**src/rtl/ups_regs.vh**
```
`ifndef UPS_REGS_VH
`define UPS_REGS_VH

// ----------------------------------------
// Register offsets
// ----------------------------------------
`define UPS_CMP_STATUS_ADDR 8'h13
`define UPS_EVT_LATCH_ADDR 8'h14
`define UPS_LINE_DEBUG_ADDR 8'h15
`define UPS_SCRATCH_ADDR 8'h16
`define UPS_SCRATCH_LAST 8'h18
`define UPS_EXT_SELECT_ADDR 6'h2f
`define UPS_POWER_CTL_ADDR 8'h3d
`define UPS_POWER_CTL_LAST 8'h3f
`define UPS_IMM_SPACE_END 8'h40

// ----------------------------------------
// Reset values and fields
// ----------------------------------------
`define UPS_SCRATCH_RST 8'h00
`define UPS_POWER_CTL_RST 8'h00
`define UPS_PWR_PIN_SEL_BIT 0
`define UPS_PWR_BSV_RISE_BIT 2
`define UPS_PWR_BSV_FALL_BIT 3
`define UPS_RXCMD_ALT_BIT 7

// ----------------------------------------
// Link command codes
// ----------------------------------------
`define UPS_CMD_WRITE 2'b10
`define UPS_CMD_READ 2'b11

`endif

```
**src/rtl/ups_status_power.v**
```verilog
`timescale 1ns/1ns
`default_nettype none
`include "ups_regs.vh"

module ups_status_power #(
  parameter SYNC_W = 18
) (
  input wire ref_clk_i,
  input wire rst_b_i,
  input wire ulpi_clk_i,
  input wire [7:0] ulpi_data_i,
  input wire ulpi_stp_i,
  input wire session_end_flag_i,
  input wire session_valid_flag_i,
  input wire bus_voltage_ok_flag_i,
  input wire host_unplug_detect_i,
  input wire session_ok_signal_i,
  input wire line_level_bit0_i,
  input wire line_level_bit1_i,
  input wire power_switch_low_i,
  input wire [3:0] rise_en_i,
  input wire [3:0] fall_en_i,
  input wire low_power_i,
  input wire vbus_drive_req_i,
  output reg [7:0] ulpi_data_o,
  output reg ulpi_data_oe_b_o,
  output reg ulpi_dir_o,
  output reg ulpi_nxt_o,
  output reg power_switch_low_o,
  output reg power_switch_low_oe_b_o,
  output reg pin_reset_req_o
);

  // ----------------------------------------
  // Sync vector layout
  // ----------------------------------------
  localparam P_HD = 0;
  localparam P_VBV = 1;
  localparam P_SV = 2;
  localparam P_SE = 3;
  localparam P_BSV = 4;
  localparam P_LS0 = 5;
  localparam P_LS1 = 6;
  localparam P_PIN = 7;
  localparam P_CLK = 8;
  localparam P_STP = 9;
  localparam P_DAT = 10;
  // Pin idles high, so its stage starts high: no reset request right after reset
  localparam [SYNC_W-1:0] SYNC_RST = {{(SYNC_W-1){1'b0}}, 1'b1} << P_PIN;

  // ----------------------------------------
  // Link state machine codes
  // ----------------------------------------
  localparam [8:0] S_IDLE = 9'h001;
  localparam [8:0] S_EXT = 9'h002;
  localparam [8:0] S_WR_DATA = 9'h004;
  localparam [8:0] S_WR_STP = 9'h008;
  localparam [8:0] S_RD_TURN = 9'h010;
  localparam [8:0] S_RD_DATA = 9'h020;
  localparam [8:0] S_RD_END = 9'h040;
  localparam [8:0] S_RX_DATA = 9'h080;
  localparam [8:0] S_RX_END = 9'h100;

  // ----------------------------------------
  // Functions
  // ----------------------------------------
  // Write, set and clear at three consecutive addresses
  function [7:0] rwsc_upd;
    input [7:0] base;
    input [7:0] addr;
    input [7:0] d;
    input [7:0] old;
    begin
      if (addr == base) begin
        rwsc_upd = d;
      end else if (addr == base + 8'h01) begin
        rwsc_upd = old | d;
      end else if (addr == base + 8'h02) begin
        rwsc_upd = old & ~d;
      end else begin
        rwsc_upd = old;
      end
    end
  endfunction

  function [7:0] rd_value;
    input [7:0] addr;
    input [3:0] cmp;
    input [3:0] lat;
    input [1:0] ls;
    input [7:0] scr;
    input [7:0] pwr;
    begin
      rd_value = 8'h00;
      if (addr == `UPS_CMP_STATUS_ADDR) begin
        rd_value = {4'h0, cmp};
      end
      if (addr == `UPS_EVT_LATCH_ADDR) begin
        rd_value = {4'h0, lat};
      end
      if (addr == `UPS_LINE_DEBUG_ADDR) begin
        rd_value = {6'h00, ls};
      end
      if (addr >= `UPS_SCRATCH_ADDR && addr <= `UPS_SCRATCH_LAST) begin
        rd_value = scr;
      end
      if (addr >= `UPS_POWER_CTL_ADDR && addr <= `UPS_POWER_CTL_LAST) begin
        rd_value = pwr;
      end
    end
  endfunction

  // ----------------------------------------
  // Pin synchronisers
  // ----------------------------------------
  reg [SYNC_W-1:0] sync_a_r;
  reg [SYNC_W-1:0] sync_b_r;
  reg [SYNC_W-1:0] sync_c_r;
  reg [SYNC_W-1:0] filt_r;
  reg [SYNC_W-1:0] filt_q_r;
  wire [SYNC_W-1:0] raw_in;
  wire [SYNC_W-1:0] agree;
  wire [SYNC_W-1:0] filt_nxt;

  assign raw_in = {ulpi_data_i, ulpi_stp_i, ulpi_clk_i, power_switch_low_i,
                   line_level_bit1_i, line_level_bit0_i, session_ok_signal_i,
                   session_end_flag_i, session_valid_flag_i, bus_voltage_ok_flag_i,
                   host_unplug_detect_i};
  assign agree = ~(sync_b_r ^ sync_c_r);
  // A bit moves only once the second and third stage agree
  assign filt_nxt = (sync_c_r & agree) | (filt_r & ~agree);

  always @(posedge ref_clk_i) begin
    if (!rst_b_i) begin
      sync_a_r <= SYNC_RST;
      sync_b_r <= SYNC_RST;
      sync_c_r <= SYNC_RST;
      filt_r <= SYNC_RST;
      filt_q_r <= SYNC_RST;
    end else begin
      sync_a_r <= raw_in;
      sync_b_r <= sync_a_r;
      sync_c_r <= sync_b_r;
      filt_r <= filt_nxt;
      filt_q_r <= filt_r;
    end
  end

  wire [3:0] cmp_now = filt_r[P_SE:P_HD];
  wire [3:0] cmp_old = filt_q_r[P_SE:P_HD];
  wire [1:0] line_now = filt_r[P_LS1:P_LS0];
  wire [1:0] line_old = filt_q_r[P_LS1:P_LS0];
  wire bsv_now = filt_r[P_BSV];
  wire bsv_old = filt_q_r[P_BSV];
  // Link clock edge; data taken one cycle earlier so it predates the edge
  wire tick = filt_r[P_CLK] & ~filt_q_r[P_CLK];
  wire [7:0] lnk_data = filt_q_r[P_DAT+7:P_DAT];
  wire lnk_stp = filt_q_r[P_STP];

  // ----------------------------------------
  // Registers and state
  // ----------------------------------------
  reg [3:0] latch_r;
  reg [3:0] latch_nxt;
  reg [7:0] scratch_r;
  reg [7:0] power_r;
  reg [8:0] state_r;
  reg [7:0] addr_r;
  reg is_read_r;
  reg rx_pend_r;
  reg alt_pend_r;

  wire [3:0] evt_hit = (cmp_now & ~cmp_old & rise_en_i) | (~cmp_now & cmp_old & fall_en_i);
  wire alt_fall = power_r[`UPS_PWR_BSV_FALL_BIT] & bsv_old & ~bsv_now;
  wire alt_rise = power_r[`UPS_PWR_BSV_RISE_BIT] & ~bsv_old & bsv_now;
  wire rx_evt = (|evt_hit) | (line_now != line_old);
  wire rd_latch = tick && state_r == S_RD_DATA && addr_r == `UPS_EVT_LATCH_ADDR;
  // Pending flags drop only once the byte is composed, so the alternate bit survives
  wire rx_sent = tick && state_r == S_RX_DATA;
  wire cmd_seen = lnk_data[7:6] == `UPS_CMD_WRITE || lnk_data[7:6] == `UPS_CMD_READ;

  // ----------------------------------------
  // Event latch
  // ----------------------------------------
  always @* begin
    latch_nxt = latch_r;
    if (rd_latch || low_power_i) begin
      latch_nxt = 4'h0;
    end
    // Set wins over a same-cycle clear
    latch_nxt = latch_nxt | evt_hit;
  end

  always @(posedge ref_clk_i) begin
    if (!rst_b_i) begin
      latch_r <= 4'h0;
      rx_pend_r <= 1'b0;
      alt_pend_r <= 1'b0;
    end else begin
      latch_r <= latch_nxt;
      // Enabled comparator edges and any line-state change also queued as RXCMD
      rx_pend_r <= rx_evt | (rx_pend_r & ~rx_sent);
      alt_pend_r <= alt_fall | alt_rise | (alt_pend_r & ~rx_sent);
    end
  end

  // ----------------------------------------
  // Link register access
  // ----------------------------------------
  always @(posedge ref_clk_i) begin
    if (!rst_b_i) begin
      state_r <= S_IDLE;
      addr_r <= 8'h00;
      is_read_r <= 1'b0;
      scratch_r <= `UPS_SCRATCH_RST;
      power_r <= `UPS_POWER_CTL_RST;
      ulpi_data_o <= 8'h00;
      ulpi_data_oe_b_o <= 1'b1;
      ulpi_dir_o <= 1'b0;
      ulpi_nxt_o <= 1'b0;
    end else if (tick) begin
      case (state_r)
        S_IDLE: begin
          if (cmd_seen) begin
            ulpi_nxt_o <= 1'b1;
            addr_r <= {2'b00, lnk_data[5:0]};
            is_read_r <= lnk_data[6];
            // 2Fh only selects the extended space
            if (lnk_data[5:0] == `UPS_EXT_SELECT_ADDR) begin
              state_r <= S_EXT;
            end else if (lnk_data[6]) begin
              state_r <= S_RD_TURN;
            end else begin
              state_r <= S_WR_DATA;
            end
          end else if (rx_pend_r || alt_pend_r) begin
            ulpi_dir_o <= 1'b1;
            state_r <= S_RX_DATA;
          end
        end
        S_EXT: begin
          // Low extended addresses alias immediate ones
          addr_r <= lnk_data;
          state_r <= is_read_r ? S_RD_TURN : S_WR_DATA;
        end
        S_WR_DATA: begin
          ulpi_nxt_o <= 1'b0;
          scratch_r <= rwsc_upd(`UPS_SCRATCH_ADDR, addr_r, lnk_data, scratch_r);
          power_r <= rwsc_upd(`UPS_POWER_CTL_ADDR, addr_r, lnk_data, power_r);
          state_r <= S_WR_STP;
        end
        S_WR_STP: begin
          if (lnk_stp) begin
            state_r <= S_IDLE;
          end
        end
        S_RD_TURN: begin
          ulpi_nxt_o <= 1'b0;
          ulpi_dir_o <= 1'b1;
          state_r <= S_RD_DATA;
        end
        S_RD_DATA: begin
          ulpi_data_oe_b_o <= 1'b0;
          // Beyond the immediate space reads zero
          if (addr_r < `UPS_IMM_SPACE_END) begin
            ulpi_data_o <= rd_value(addr_r, cmp_now, latch_r, line_now, scratch_r, power_r);
          end else begin
            ulpi_data_o <= 8'h00;
          end
          state_r <= S_RD_END;
        end
        S_RX_DATA: begin
          ulpi_data_oe_b_o <= 1'b0;
          ulpi_data_o <= {alt_pend_r, 1'b0, 2'b00, cmp_now[P_VBV], cmp_now[P_SV], line_now};
          state_r <= S_RX_END;
        end
        S_RD_END, S_RX_END: begin
          ulpi_dir_o <= 1'b0;
          ulpi_data_oe_b_o <= 1'b1;
          ulpi_data_o <= 8'h00;
          state_r <= S_IDLE;
        end
        default: begin
          state_r <= S_IDLE;
          ulpi_nxt_o <= 1'b0;
          ulpi_dir_o <= 1'b0;
          ulpi_data_oe_b_o <= 1'b1;
        end
      endcase
    end
  end

  // ----------------------------------------
  // Shared reset / power switch pin
  // ----------------------------------------
  // Open drain: only ever pulls low, so a ganged wire needs no arbitration
  always @(posedge ref_clk_i) begin
    if (!rst_b_i) begin
      power_switch_low_o <= 1'b0;
      power_switch_low_oe_b_o <= 1'b1;
      pin_reset_req_o <= 1'b0;
    end else begin
      power_switch_low_o <= 1'b0;
      // Pin role follows power bit 0
      if (power_r[`UPS_PWR_PIN_SEL_BIT]) begin
        power_switch_low_oe_b_o <= ~vbus_drive_req_i;
        pin_reset_req_o <= 1'b0;
      end else begin
        power_switch_low_oe_b_o <= 1'b1;
        pin_reset_req_o <= ~filt_r[P_PIN];
      end
    end
  end

endmodule // ups_status_power

`default_nettype wire

```
**config.mk**
```make
export PLATFORM = sky130hd
export DESIGN_NAME = ups_status_power
export DESIGN_NICKNAME = d
export VERILOG_FILES = /design/src/rtl/ups_status_power.v
export VERILOG_INCLUDE_DIRS = /design/src /design/src/rtl
export SDC_FILE = /design/constraint.sdc
export NUM_CORES = 1
export LEC_CHECK = 0
export BUFFER_PORTS_ARGS = -buffer_cell sky130_fd_sc_hd__clkbuf_2
export CAP_MARGIN = 20
export CORE_MARGIN = 2
export CORE_UTILIZATION = 55
export CTS_BUF_LIST = sky130_fd_sc_hd__clkbuf_4
export DETAILED_ROUTE_END_ITERATION = 16
export GPL_TIMING_DRIVEN = 0
export PLACE_DENSITY = 0.84
export SLEW_MARGIN = 40
export SYNTH_ARGS = -nofsm -noshare
export SYNTH_HDL_FRONTEND = slang
export SYNTH_SLANG_ARGS = --single-unit
```
**constraint.sdc**
```tcl
create_clock -name ref_clk_i -period 2.4 [get_ports ref_clk_i]
set_input_delay 0.36 -clock ref_clk_i [delete_from_list [all_inputs] [get_ports ref_clk_i]]
set_output_delay 0.36 -clock ref_clk_i [all_outputs]
set_load 0.1 [all_outputs]
```
==> run summary, run 1 <==
The run finished with clean final reports. 0 antenna diodes ended up in the layout. In this run the most critical hold path is launched from ulpi_data_i[4].

At the worst endpoint, the required time is 2.81 ns. The number of antenna violations at the first check in global routing came out at 0. The number of enable-type register cells in the synthesized netlist is 0. The level count of the clock H-tree came out at 4. The final-layout fill cell count is 813. The number of DRC violations after detailed-routing iteration 0 is 357.

Synthesis inferred 142 register bits. The actual transition at the worst max-transition pin is 0.723 ns. The aggregate negative setup slack came out at 0 ns.

In the routed design, unresolved DRC markers number 0. Along the worst path, the maximum fanout reaches 10. The number of sinks handled by clock tree synthesis came out at 142. The routed via count came out at 4,464. A synthesized cell averages 9.59 um^2. The final-stage net count came out at 664.

The number of setup buffers added after CTS is 0. The leakage component of the power is 2.37 nW. The cell area that synthesis handed to floorplanning was 5460 um^2. The floorplan die height is 104 um. Routability-driven placement finished with a final weighted congestion of 0.935. Headroom to the max-slew limit came out at 0.512.

The chip width is 104 um. The global-route wire length before repair is 20.7 mm. The total overflow reported by the global router is 0. The clock latency on the worst-skew pair is 0.52 ns.

The post-detailed-placement cell area came out at 5830 um^2. The detail-routed net length per standard cell is 15.9 um. The synthesized-area fraction occupied by ao, oa, aoi and oai cells is 0.168. The CTS tree is done. The startpoint of the lowest-slack register-to-register path is addr_r[1].

The share of the cycle needed by the critical path after routing is 0.930. Of the total synthesized cell area, the portion taken by full adders, half adders and majority gates is 0. The worst setup path is captured at a flop. The final number of hold-violating endpoints came to 0. During synthesis, Yosys emitted a total of 0 warnings. The path class of the tightest hold or removal check is in2reg.

The achievable clock frequency came out at 448 MHz. Setup repair after global routing left no endpoint under its margin. The number of pins with negative max-slew slack in the final report came out at 0. The maximum ir drop on the vdd rail came out at 486 uV.

The final standard cell area without fillers is 6130 um^2. Setup violations remaining at the end of the flow were counted as 0. The gate count after technology mapping is 569. Counting every net in the synthesized netlist gives 599. Counting I/O delays and the setup requirement, the final critical path takes 2.23 ns. The clock skew came out at 0.0145 ns. The die area came out at 10,700 um^2.

The number of global-route vias before repair is 4,358. The worst setup path is of the reg2reg kind. The power per unit of standard cell area came out at 632 nW/um^2. The number of buffers inserted by port buffering is 42.

The total global routing track utilization is 0.238. The number of standard-cell rows in the floorplan is 36. In the synthesized netlist the async set-or-reset flop fraction comes to 0.

The initial utilization of the core area, before any placement, comes to 0.563. After detailed routing, the total wire length is 12.4 mm. The prevailing post-synth register cell is sky130_fd_sc_hd__dfxtp_1. Pin placement for this block handled 44 I/O pins. The total iterations of the first detailed-routing run came out at 6. The core outline area came out at 9680 um^2. The worst setup path is launched from a flop. The share of cells above drive strength 1 came out at 0.163.

The post-detailed-route count of antenna-violating nets is 0. The largest net degree at the start of global routing came out at 17. The area overhead of the layout relative to synthesis came out at 12.4%.

Detailed placement ended at an HPWL of 8.80 mm. The cell at the root of the clock tree is sky130_fd_sc_hd__clkbuf_4. Of the total synthesized cell area, the portion taken by XOR and XNOR cells is 0.00963. The maximum root-to-sink buffer count came out at 2. STA puts the critical path data arrival time at 2.65 ns.

The number of distinct library cells after synthesis came out at 59. Max-cap violations in this run came to 0. By area, the combinational part of the netlist is dominated by simple AND/OR/NAND/NOR gates. Leaving out fill and tap cells, the most frequent cells in the layout are 142 x sky130_fd_sc_hd__dfxtp_1, 71 x sky130_fd_sc_hd__and2_1, 49 x sky130_fd_sc_hd__o21ai_0, 47 x sky130_fd_sc_hd__nand2_1, 44 x sky130_fd_sc_hd__clkbuf_2. The CTS clock-pin slew for the worst setup and hold paths is 0.11 ns.

For this run, the register share of the synthesized area comes to 0.521. In this run the worst setup path begins at addr_r[1]. The vias per cell came out at 5.73. The area share of and/or/nand/nor cells after synthesis is 0.233.

The leading cell type in the layout, fill and taps excluded is sky130_fd_sc_hd__dfxtp_1. The number of buffers created by CTS is 17. The share of cell area taken by muxes after synthesis is 0.0300.
## path summary, 6_finish.rpt
path	slack, ns	cells past startpoint	endpoint
setup / recovery	0.17	6	flop
setup reg to reg	0.17	6	flop
hold reg to reg	0.43	1	sync_b_r[7]
hold / removal	0.05	2	sync_a_r[14]
## critical path, cell delays in order (launching register included)
cell	delay (ns)
sky130_fd_sc_hd__dfxtp_1	0.32
sky130_fd_sc_hd__buf_2	0.18
sky130_fd_sc_hd__nor2_1	0.55
sky130_fd_sc_hd__a32oi_1	0.25
sky130_fd_sc_hd__nor3_4	0.36
sky130_fd_sc_hd__o21ai_0	0.19
sky130_fd_sc_hd__a32o_1	0.29
## per-stage QoR
step	hold slack, ns	utilization	total power, W	setup WS, ns	cells
6_report	0.0458	0.633	0.00388	0.168	779
2_1_floorplan	0.386	-	0.00252	0.565	569
4_1_cts	0.000199	0.628	0.00391	0.0304	775
3_5_place_dp	0.407	0.602	0.00258	0.0936	744
3_3_place_gp	0.397	0.602	0.00257	0.201	744
5_1_grt	0.00320	0.633	0.00402	0.00837	779
## power by group
group	leakage (nW)	switching, W	internal, W	total [W]
combinational	1.09	0.0000708	0.0000490	0.000120
clock	0.130	0.000812	0.000537	0.00135
sequential	1.15	0.0000150	0.00239	0.00241
## timing repair
item,CTS,global route
hold endpoints to repair,0,4
hold buffers,0,4
setup endpoints to repair,0,4
gates resized for setup,0,2
## cells by family after synthesis
group	count (synthesis)
AOI/OAI and AO/OA	140
xor gates and xnor gates	6
buffers and inverters	47
DFF	142
muxes	16
other	1
and+or+nand+nor	217
## Yosys cell counts (4+ instances only)
| cell type | number | area, um^2 |
|---|---|---|
| sky130_fd_sc_hd__a32o_1 | 10 | 100 |
| sky130_fd_sc_hd__nor2b_1 | 6 | 37.5 |
| sky130_fd_sc_hd__nor3_1 | 7 | 35.0 |
| sky130_fd_sc_hd__a22oi_1 | 4 | 30.0 |
| sky130_fd_sc_hd__nand2b_1 | 6 | 37.5 |
| sky130_fd_sc_hd__clkbuf_1 | 17 | 63.8 |
| sky130_fd_sc_hd__inv_1 | 11 | 41.3 |
| sky130_fd_sc_hd__and4b_1 | 4 | 40.0 |
| sky130_fd_sc_hd__nand3b_1 | 4 | 30.0 |
| sky130_fd_sc_hd__o22ai_1 | 7 | 43.8 |
| sky130_fd_sc_hd__nor4_1 | 4 | 25.0 |
| sky130_fd_sc_hd__and4_1 | 5 | 43.8 |
| sky130_fd_sc_hd__a22o_1 | 7 | 61.3 |
| sky130_fd_sc_hd__a21oi_1 | 29 | 145 |
| sky130_fd_sc_hd__o211ai_1 | 8 | 60.1 |
| sky130_fd_sc_hd__o21ai_0 | 49 | 245 |
| sky130_fd_sc_hd__buf_2 | 12 | 60.1 |
| sky130_fd_sc_hd__mux2i_1 | 13 | 130 |
| sky130_fd_sc_hd__a41oi_1 | 4 | 35.0 |
| sky130_fd_sc_hd__dfxtp_1 | 142 | 2840 |
| sky130_fd_sc_hd__or4_1 | 4 | 30.0 |
| sky130_fd_sc_hd__a221oi_1 | 4 | 35.0 |
| sky130_fd_sc_hd__nand4_1 | 6 | 37.5 |
| sky130_fd_sc_hd__nand3_1 | 9 | 45.0 |
| sky130_fd_sc_hd__nor2_1 | 24 | 90.1 |
| sky130_fd_sc_hd__nand2_1 | 47 | 176 |
| sky130_fd_sc_hd__and2_1 | 71 | 444 |
## area by class of cell
cell class | count | area [um^2] | share of cell area
clock inverter | 11 | 95.1 | 0.0155
timing repair buffer | 46 | 250 | 0.0408
multi-input combinational | 380 | 2420 | 0.395
tap | 133 | 166 | 0.0271
buffer | 36 | 168 | 0.0273
sequential | 142 | 2840 | 0.463
clock buffer | 20 | 150 | 0.0245
inverter | 11 | 41.3 | 0.00673
## per-layer routing
layer / vias up / part of all wire / global-route usage
li1: 2149 / - / -
met3: 21 / 0.073 / 0.0711
met2: 173 / 0.49 / 0.391
met4: 0 / 0.014 / 0.0859
met1: 2121 / 0.43 / 0.298
met5: - / 0 / 0
Power figures use the tool's default switching activity.
==> inputs of run 2 (changes only) <==
--- a/config.mk
+++ b/config.mk
@@ -6,6 +6,7 @@
 export SDC_FILE = /design/constraint.sdc
 export NUM_CORES = 1
 export LEC_CHECK = 0
+export ABC_AREA = 1
 export BUFFER_PORTS_ARGS = -buffer_cell sky130_fd_sc_hd__clkbuf_2
 export CAP_MARGIN = 20
 export CORE_MARGIN = 2
==> run 2 against run 1 <==
Compared with the run above: die area up 4.3%; cell count increased by 28%; critical path depth is 2 higher; sequential cell count unchanged; clock power rose by 7%; count of clock-buffer cells in the layout shrank 2; largest cell class unchanged; highest routed layer unchanged.
==> run summary, run 2 <==
Run status: completed (unchanged). The initial core utilization was 0.560 (was 0.563). The data arrival at the endpoint of the critical path came out at 2.22 ns (was 2.65 ns).

The maximum ir drop on the vdd rail is 594 uV (was 486 uV). The data required time at the worst endpoint is 2.86 ns (was 2.81 ns). The post-detailed-route count of antenna-violating nets was 0 (unchanged). The worst-case reg-to-reg path depth was 8 (was 6). The final-stage net count came out at 876 (was 664).

The slowest library cell on the worst path is sky130_fd_sc_hd__dfxtp_1 (was sky130_fd_sc_hd__nor2_1). The type of the worst setup path is reg2reg (unchanged). The routed via count came out at 4,959 (was 4,464). The fraction of synthesized cell area taken by the top area cell type came out at 0.499 (was 0.521). The critical path capture point type is a flop (unchanged). The chip width came to 106 um (was 104 um).

Most frequent cells after synthesis: 188 x sky130_fd_sc_hd__nand2_1, 142 x sky130_fd_sc_hd__dfxtp_1, 122 x sky130_fd_sc_hd__inv_1, 71 x sky130_fd_sc_hd__nor2_1, 65 x sky130_fd_sc_hd__a21oi_1 (was 142 x sky130_fd_sc_hd__dfxtp_1, 71 x sky130_fd_sc_hd__and2_1, 49 x sky130_fd_sc_hd__o21ai_0, 47 x sky130_fd_sc_hd__nand2_1, 29 x sky130_fd_sc_hd__a21oi_1). The I/O pin count is 44 (unchanged). The leading cell type by number of instances after synthesis was sky130_fd_sc_hd__nand2_1 (was sky130_fd_sc_hd__dfxtp_1). The number of distinct library cells after synthesis came out at 37 (was 59). The worst min-delay path class is in2reg (unchanged). Most area-consuming cells after synthesis: sky130_fd_sc_hd__dfxtp_1 50%, sky130_fd_sc_hd__nand2_1 12%, sky130_fd_sc_hd__inv_1 8.0% (was sky130_fd_sc_hd__dfxtp_1 52%, sky130_fd_sc_hd__and2_1 8.1%, sky130_fd_sc_hd__o21ai_0 4.5%). The launching instance or port of the critical path is state_r[2] (was addr_r[1]).

The pre-CTS worst setup slack is 0.409 ns (was 0.0936 ns). The clock skew is 0.0202 ns (was 0.0145 ns). The critical path ends at ulpi_data_o[3].

The floorplan die height was 106 um (was 104 um). The total iterations of the first detailed-routing run came out at 5 (was 6). The area share of and/or/nand/nor cells after synthesis was 0.271 (was 0.233). The delay of the slowest cell on the worst path is 0.37 ns (was 0.55 ns).

The leakage component of the power is 3.54 nW (was 2.37 nW). The achievable clock frequency came out at 571 MHz (was 448 MHz). The maximum root-to-sink buffer count came out at 2 (unchanged). The number of sinks handled by clock tree synthesis came out at 142 (unchanged).

The share of the cycle needed by the critical path after routing was 0.730 (was 0.930). The max capacitance violation total came out at 0 (unchanged). The startpoint of the lowest-slack register-to-register path was state_r[2] (was addr_r[1]). The detail-routed net length per standard cell came out at 12.7 um (was 15.9 um). The post-route DRC violation count is 0 (unchanged). The total half-perimeter wirelength after legalization and detailed placement is 8.92 mm (was 8.80 mm). The cell at the root of the clock tree is sky130_fd_sc_hd__clkbuf_4 (unchanged). The placer congestion estimate is 0.942 (was 0.935). The minimum clock period after layout is 1.75 ns (was 2.23 ns). The largest net degree at the start of global routing is 17 (unchanged).

The clock latency on the worst-skew pair came out at 0.52 ns (about the same). The number of cells in the finished layout apart from fillers came out at 995 (was 779). The post-synthesis net count came to 799 (was 599).

The level count of the clock H-tree came out at 4 (unchanged). The share of cells above drive strength 1 is 0.142 (was 0.163). The setup slack of the critical path after layout came out at 0.647 ns (was 0.168 ns). The setup slack of the most critical reg-to-reg path came out at 0.65 ns (was 0.17 ns). Unrepaired setup endpoints after global routing: false (unchanged). The prevailing post-synth register cell is sky130_fd_sc_hd__dfxtp_1 (unchanged).

Cells along the critical path: nor2_2, nand3_2, a21oi_1, o21ai_1, buf_2, nand2_1, nand2_1, a21oi_1 (was buf_2, nor2_1, a32oi_1, nor3_4, o21ai_0, a32o_1). The number of buffers inserted by port buffering came out at 42 (unchanged). The mean area per synthesized cell came out at 7.41 um^2 (was 9.59 um^2). The final core utilization is 0.639 (was 0.633). The antenna diode count came out at 0 (unchanged). The post-detailed-placement cell area was 6080 um^2 (was 5830 um^2). The sort of element at the start of the critical path is a flop (unchanged). The main combinational cell family by area after synthesis is simple AND/OR/NAND/NOR gates (unchanged). The gate count after technology mapping is 769 (was 569). The number of pins with negative max-slew slack in the final report is 0 (unchanged). The aggregate negative setup slack is 0 ns (unchanged). The CTS tree is done (unchanged).

The synthesized-area fraction occupied by ao, oa, aoi and oai cells was 0.119 (was 0.168). The number of warning messages in the yosys log came out at 0 (unchanged). The placed cell count is 947 (was 744). The vias per cell came out at 4.98 (was 5.73).

The total global routing track utilization came out at 0.236 (was 0.238). The post-synthesis sequential area ratio came out at 0.499 (was 0.521). The core outline area came to 10,200 um^2 (was 9680 um^2). The final count of negative-setup-slack endpoints came out at 0 (unchanged). The area overhead of the layout relative to synthesis came to 14.2% (was 12.4%). The largest area contributor in the netlist is sky130_fd_sc_hd__dfxtp_1 (unchanged). The die area is 11,200 um^2 (was 10,700 um^2). The area of the mapped netlist is 5700 um^2 (was 5460 um^2).

The final number of hold-violating endpoints came out at 0 (unchanged). The number of standard-cell rows in the floorplan came out at 37 (was 36). The global-route wire length before repair was 20.9 mm (was 20.7 mm). The largest fanout of any net on the critical path is 10 (unchanged). The number of global-route vias before repair is 4,582 (was 4,358).

Most frequent cells in the layout: 188 x sky130_fd_sc_hd__nand2_1, 142 x sky130_fd_sc_hd__dfxtp_1, 122 x sky130_fd_sc_hd__inv_1, 71 x sky130_fd_sc_hd__nor2_1, 65 x sky130_fd_sc_hd__a21oi_1 (was 142 x sky130_fd_sc_hd__dfxtp_1, 71 x sky130_fd_sc_hd__and2_1, 49 x sky130_fd_sc_hd__o21ai_0, 47 x sky130_fd_sc_hd__nand2_1, 44 x sky130_fd_sc_hd__clkbuf_2). The power per unit of standard cell area came out at 615 nW/um^2 (was 632 nW/um^2). The number of gates given a new drive strength after cts is 0 (unchanged). The leading cell type in the layout, fill and taps excluded is sky130_fd_sc_hd__nand2_1 (was sky130_fd_sc_hd__dfxtp_1). The number of antenna violations at the first check in global routing came out at 0 (unchanged).

The number of buffers created by CTS came out at 17 (unchanged). The CTS clock-pin slew for the worst setup and hold paths was 0.13 ns (was 0.11 ns). The share of cell area taken by muxes after synthesis came to 0 (was 0.0300). The actual transition at the worst max-transition pin came out at 0.697 ns (was 0.723 ns).

The final standard cell area without fillers was 6510 um^2 (was 6130 um^2). The worst slew slack as a fraction of its limit came to 0.535 (was 0.512). The adder-cell area share of the yosys netlist is 0 (unchanged).

The number of enable-type register cells in the synthesized netlist came out at 0 (unchanged). The total overflow reported by the global router came out at 0 (unchanged). The number of register bits inferred by synthesis came out at 142 (unchanged). The number of DRC violations after detailed-routing iteration 0 is 308 (was 357).

The routed wire length came out at 12.6 mm (was 12.4 mm). The share of synthesized flip-flops with an asynchronous set or reset came out at 0 (unchanged). The parity-gate share of the synthesized area counting xor and xnor cells is 0.00461 (was 0.00963).

The terminus of the critical flop-to-flop path is ulpi_data_o[3].
[run 2: changes by cell type after synthesis, moves of 13 or more]
cell,before,now
sky130_fd_sc_hd__and2_1,71,0
sky130_fd_sc_hd__nand2_1,47,188
sky130_fd_sc_hd__inv_1,11,122
sky130_fd_sc_hd__nand3_1,9,42
sky130_fd_sc_hd__o21ai_0,49,21
sky130_fd_sc_hd__nor2_1,24,71
sky130_fd_sc_hd__a21oi_1,29,65
sky130_fd_sc_hd__o21bai_1,0,16
sky130_fd_sc_hd__mux2i_1,13,0
sky130_fd_sc_hd__inv_2,0,14
[run 2: repair_timing]
item | in CTS | in global routing
setup buffers | 0 | 0
endpoints found under the hold margin | 15 | 1
hold buffers | 15 | 1
[run 2: where the power goes]
part	internal (W)	switching, W
logic	0.0000594	0.0000850
clock network	0.000543	0.000905
registers	0.00239	0.0000147
[run 2: worst min path at each step]
stage | from | endpoint | cells after the start
final | session_ok_signal_i | sync_a_r[4] | 3
after global routing | ulpi_data_i[6] | sync_a_r[16] | 3
after CTS | session_ok_signal_i | sync_a_r[4] | 3
after detailed placement | sync_a_r[12] | sync_b_r[12] | 2
after global placement | sync_a_r[15] | sync_b_r[15] | 2
after floorplan | sync_a_r[0] | sync_b_r[0] | 2
[run 2: stage by stage]
stage / hold WS, ns / total power [W]
5_1_grt: 0.00697 / 0.00416
4_1_cts: 0.00384 / 0.00402
3_5_place_dp: 0.395 / 0.00258
6_report: 0.0203 / 0.00400
2_1_floorplan: 0.390 / 0.00253
3_3_place_gp: 0.392 / 0.00258
[run 2: layer usage]
metal	GRT usage	vias up	share of wire
met5	0	-	0
met2	0.386	188	0.46
met1	0.293	2196	0.43
met4	0.133	0	0.038
met3	0.0421	34	0.072
li1	-	2541	-
[run 2: kinds of logic after synthesis]
kind of cell	Yosys count
compound gates	123
xor+xnor	3
buf+inv	156
flops	142
other cells	1
simple gates	344
[run 2: cell type report]
class / count / area (um^2)
multi-input combinational: 471 / 2250
tap: 136 / 170
timing repair buffer: 58 / 370
clock buffer: 18 / 135
buffer: 19 / 91.3
sequential: 142 / 2840
clock inverter: 14 / 131
fill: 902 / 3680
inverter: 137 / 514
[run 2: critical path: cells and delay by family (launching register included)]
| family | cells | cell delay, ns |
|---|---|---|
| flops | 1 | 0.37 |
| buf+inv | 1 | 0.23 |
| compound gates | 3 | 0.64 |
| simple gates | 4 | 0.45 |
==> inputs of run 3 (changes only) <==
==> constraint.sdc (replaced) <==
create_clock -name ref_clk_i -period 1.7 [get_ports ref_clk_i]
set_input_delay 0.255 -clock ref_clk_i [delete_from_list [all_inputs] [get_ports ref_clk_i]]
set_output_delay 0.255 -clock ref_clk_i [all_outputs]
set_load 0.1 [all_outputs]
==> run 3 against run 2 <==
Compared with the run above: register-to-register slack lost 0.60 ns; die area is the same; sequential share of layout area shrank 0.48 points.
==> run summary, run 3 (same netlist as run 2, synthesis figures left out) <==
The worst hold-check slack is 0.0526 ns (was 0.0203 ns). The total overflow reported by the global router is 0 (unchanged). The placed cell count is 947 (unchanged). The final-stage net count came to 880 (was 876).

The minimum clock period after layout was 1.65 ns (was 1.75 ns). Most frequent cells in the layout: 188 x sky130_fd_sc_hd__nand2_1, 134 x sky130_fd_sc_hd__dfxtp_1, 122 x sky130_fd_sc_hd__inv_1, 70 x sky130_fd_sc_hd__nor2_1, 64 x sky130_fd_sc_hd__a21oi_1 (was 188 x sky130_fd_sc_hd__nand2_1, 142 x sky130_fd_sc_hd__dfxtp_1, 122 x sky130_fd_sc_hd__inv_1, 71 x sky130_fd_sc_hd__nor2_1, 65 x sky130_fd_sc_hd__a21oi_1). The type of the worst setup path is reg2reg (unchanged). The number of sinks handled by clock tree synthesis is 142 (unchanged). The number of antenna violations at the first check in global routing is 0 (unchanged). The setup slack of the critical path after layout is 0.0477 ns (was 0.647 ns). The CTS clock-pin slew for the worst setup and hold paths is 0.13 ns (about the same). The worst slew slack as a fraction of its limit was 0.535 (about the same). The sort of element at the start of the critical path is a flop (unchanged). The number of DRC violations after detailed-routing iteration 0 was 325 (was 308). The vias per cell came out at 5.02 (was 4.98). The total half-perimeter wirelength after legalization and detailed placement came out at 8.92 mm (unchanged). The maximum root-to-sink buffer count is 2 (unchanged). The actual transition at the worst max-transition pin is 0.698 ns (was 0.697 ns). The number of buffers inserted by port buffering came out at 42 (unchanged). The area overhead of the layout relative to synthesis came to 15.8% (was 14.2%).

The number of standard-cell rows in the floorplan was 37 (unchanged). The post-detailed-route count of antenna-violating nets came to 0 (unchanged). The final number of hold-violating endpoints was 0 (unchanged). The final count of negative-setup-slack endpoints was 0 (unchanged). The core outline area is 10,200 um^2 (unchanged). Run status: completed (unchanged). The detail-routed net length per standard cell is 12.9 um (was 12.7 um). The level count of the clock H-tree is 4 (unchanged). The worst min-delay path class is in2reg (unchanged).

The post-route DRC violation count came to 0 (unchanged). The maximum ir drop on the vdd rail came to 849 uV (was 594 uV). The chip width came out at 106 um (unchanged). The die area is 11,200 um^2 (unchanged). The data arrival at the endpoint of the critical path is 2.10 ns (was 2.22 ns). The leakage component of the power is 3.58 nW (was 3.54 nW). The achievable clock frequency is 605 MHz (was 571 MHz). The number of global-route vias before repair was 4,629 (was 4,582).

The number of buffers created by CTS is 17 (unchanged). Cells along the critical path: inv_2, nor2_4, inv_2, nor2_8, nand2_4, nor2_8, nand2_1, a21oi_1 (was nor2_2, nand3_2, a21oi_1, o21ai_1, buf_2, nand2_1, nand2_1, a21oi_1). The buffering stage count on the worst path with inverters included came out at 2 (was 1). The CTS tree is done (unchanged). The pre-CTS worst setup slack came out at -0.186 ns (was 0.409 ns). The largest fanout of any net on the critical path came to 9 (was 10). The global-route wire length before repair came out at 21.1 mm (was 20.9 mm). The largest net degree at the start of global routing is 17 (unchanged). The share of cells above drive strength 1 is 0.155 (was 0.142).

The delay of the slowest cell on the worst path came out at 0.40 ns (was 0.37 ns). The number of cells in the finished layout apart from fillers was 1,000 (was 995). The critical path capture point type is a flop (unchanged).

The routed via count is 5,023 (was 4,959). The leading cell type in the layout, fill and taps excluded is sky130_fd_sc_hd__nand2_1 (unchanged). The placer congestion estimate came out at 0.942 (unchanged). The power per unit of standard cell area came out at 858 nW/um^2 (was 615 nW/um^2). The total iterations of the first detailed-routing run is 5 (unchanged). The slowest library cell on the worst path is sky130_fd_sc_hd__dfxtp_1 (unchanged). The number of pins with negative max-slew slack in the final report came out at 0 (unchanged). The clock skew was 0.0265 ns (was 0.0202 ns). The share of the cycle needed by the critical path after routing came out at 0.972 (was 0.730).

The I/O pin count came out at 44 (unchanged). The initial core utilization is 0.560 (unchanged). The total global routing track utilization is 0.238 (was 0.236). The clock latency on the worst-skew pair is 0.53 ns (was 0.52 ns). The kind of cell adding the most delay to the critical path is simple AND/OR/NAND/NOR gates (was compound AO/OA/AOI/OAI gates). The floorplan die height came out at 106 um (unchanged). The routed wire length was 12.9 mm (was 12.6 mm). The max capacitance violation total is 0 (unchanged). The cell at the root of the clock tree is sky130_fd_sc_hd__clkbuf_4 (unchanged). The data required time at the worst endpoint is 2.15 ns (was 2.86 ns).
## run 3: path summary, 6_finish.rpt
kind / end / slack [ns] / cells after the start / from
max reg2reg: flop / 0.05 / 8 / flop
min: latch_r[2] / 0.05 / 4 / low_power_i
min reg2reg: sync_b_r[12] / 0.42 / 2 / sync_a_r[12]
max: flop / 0.05 / 8 / flop
## run 3: repair_timing
item / 4_1_cts / 5_1_grt
hold endpoints to repair: 19 / 0
setup buffers: 0 / 1
pin swaps: 0 / 1
endpoints found under the setup margin: 1 / 30
hold buffers: 19 / 0
gates resized for setup: 1 / 19
## run 3: routing by layer
layer  GRT usage  part of all wire
met3      0.0421             0.065
met4       0.133             0.033
met5           0                 0
met1       0.296              0.43
met2       0.392              0.47
## run 3: cell type report
| class | instances | area, um^2 |
|---|---|---|
| diodes | 1 | 2.50 |
| plain buffers | 19 | 93.8 |
| clock buffers | 18 | 135 |
| fillers | 884 | 3580 |
| well taps | 136 | 170 |
| repair buffers | 62 | 408 |
| clock inverters | 14 | 131 |
| flip-flops and latches | 142 | 2850 |
| inverters | 137 | 519 |
| multi-input cells | 471 | 2290 |
## run 3: power breakdown
part	switching, W	leakage, nW	internal (W)	total [W]
combinational	0.000122	2.28	0.0000883	0.000210
clock	0.00129	0.145	0.000767	0.00205
sequential	0.0000211	1.16	0.00338	0.00340
total	0.00143	3.58	0.00424	0.00567
## run 3: stage by stage
step / area [um^2] / power, W / TNS (ns) / utilization
finish: 6600 / 0.00567 / 0 / 0.648
global route: 6600 / 0.00588 / -0.0223 / 0.648
CTS: 6540 / 0.00568 / 0 / 0.642
detailed placement: 6080 / 0.00365 / -1.99 / 0.597
global placement: 6080 / 0.00364 / -2.05 / 0.597
floorplan: 5700 / 0.00357 / 0 / -
## run 3: tightest hold or removal path: stages
cell and delay [ns]:
sky130_fd_sc_hd__clkbuf_2 0.09, sky130_fd_sc_hd__a21oi_1 0.08, sky130_fd_sc_hd__nand2_1 0.07, sky130_fd_sc_hd__a21oi_1 0.05
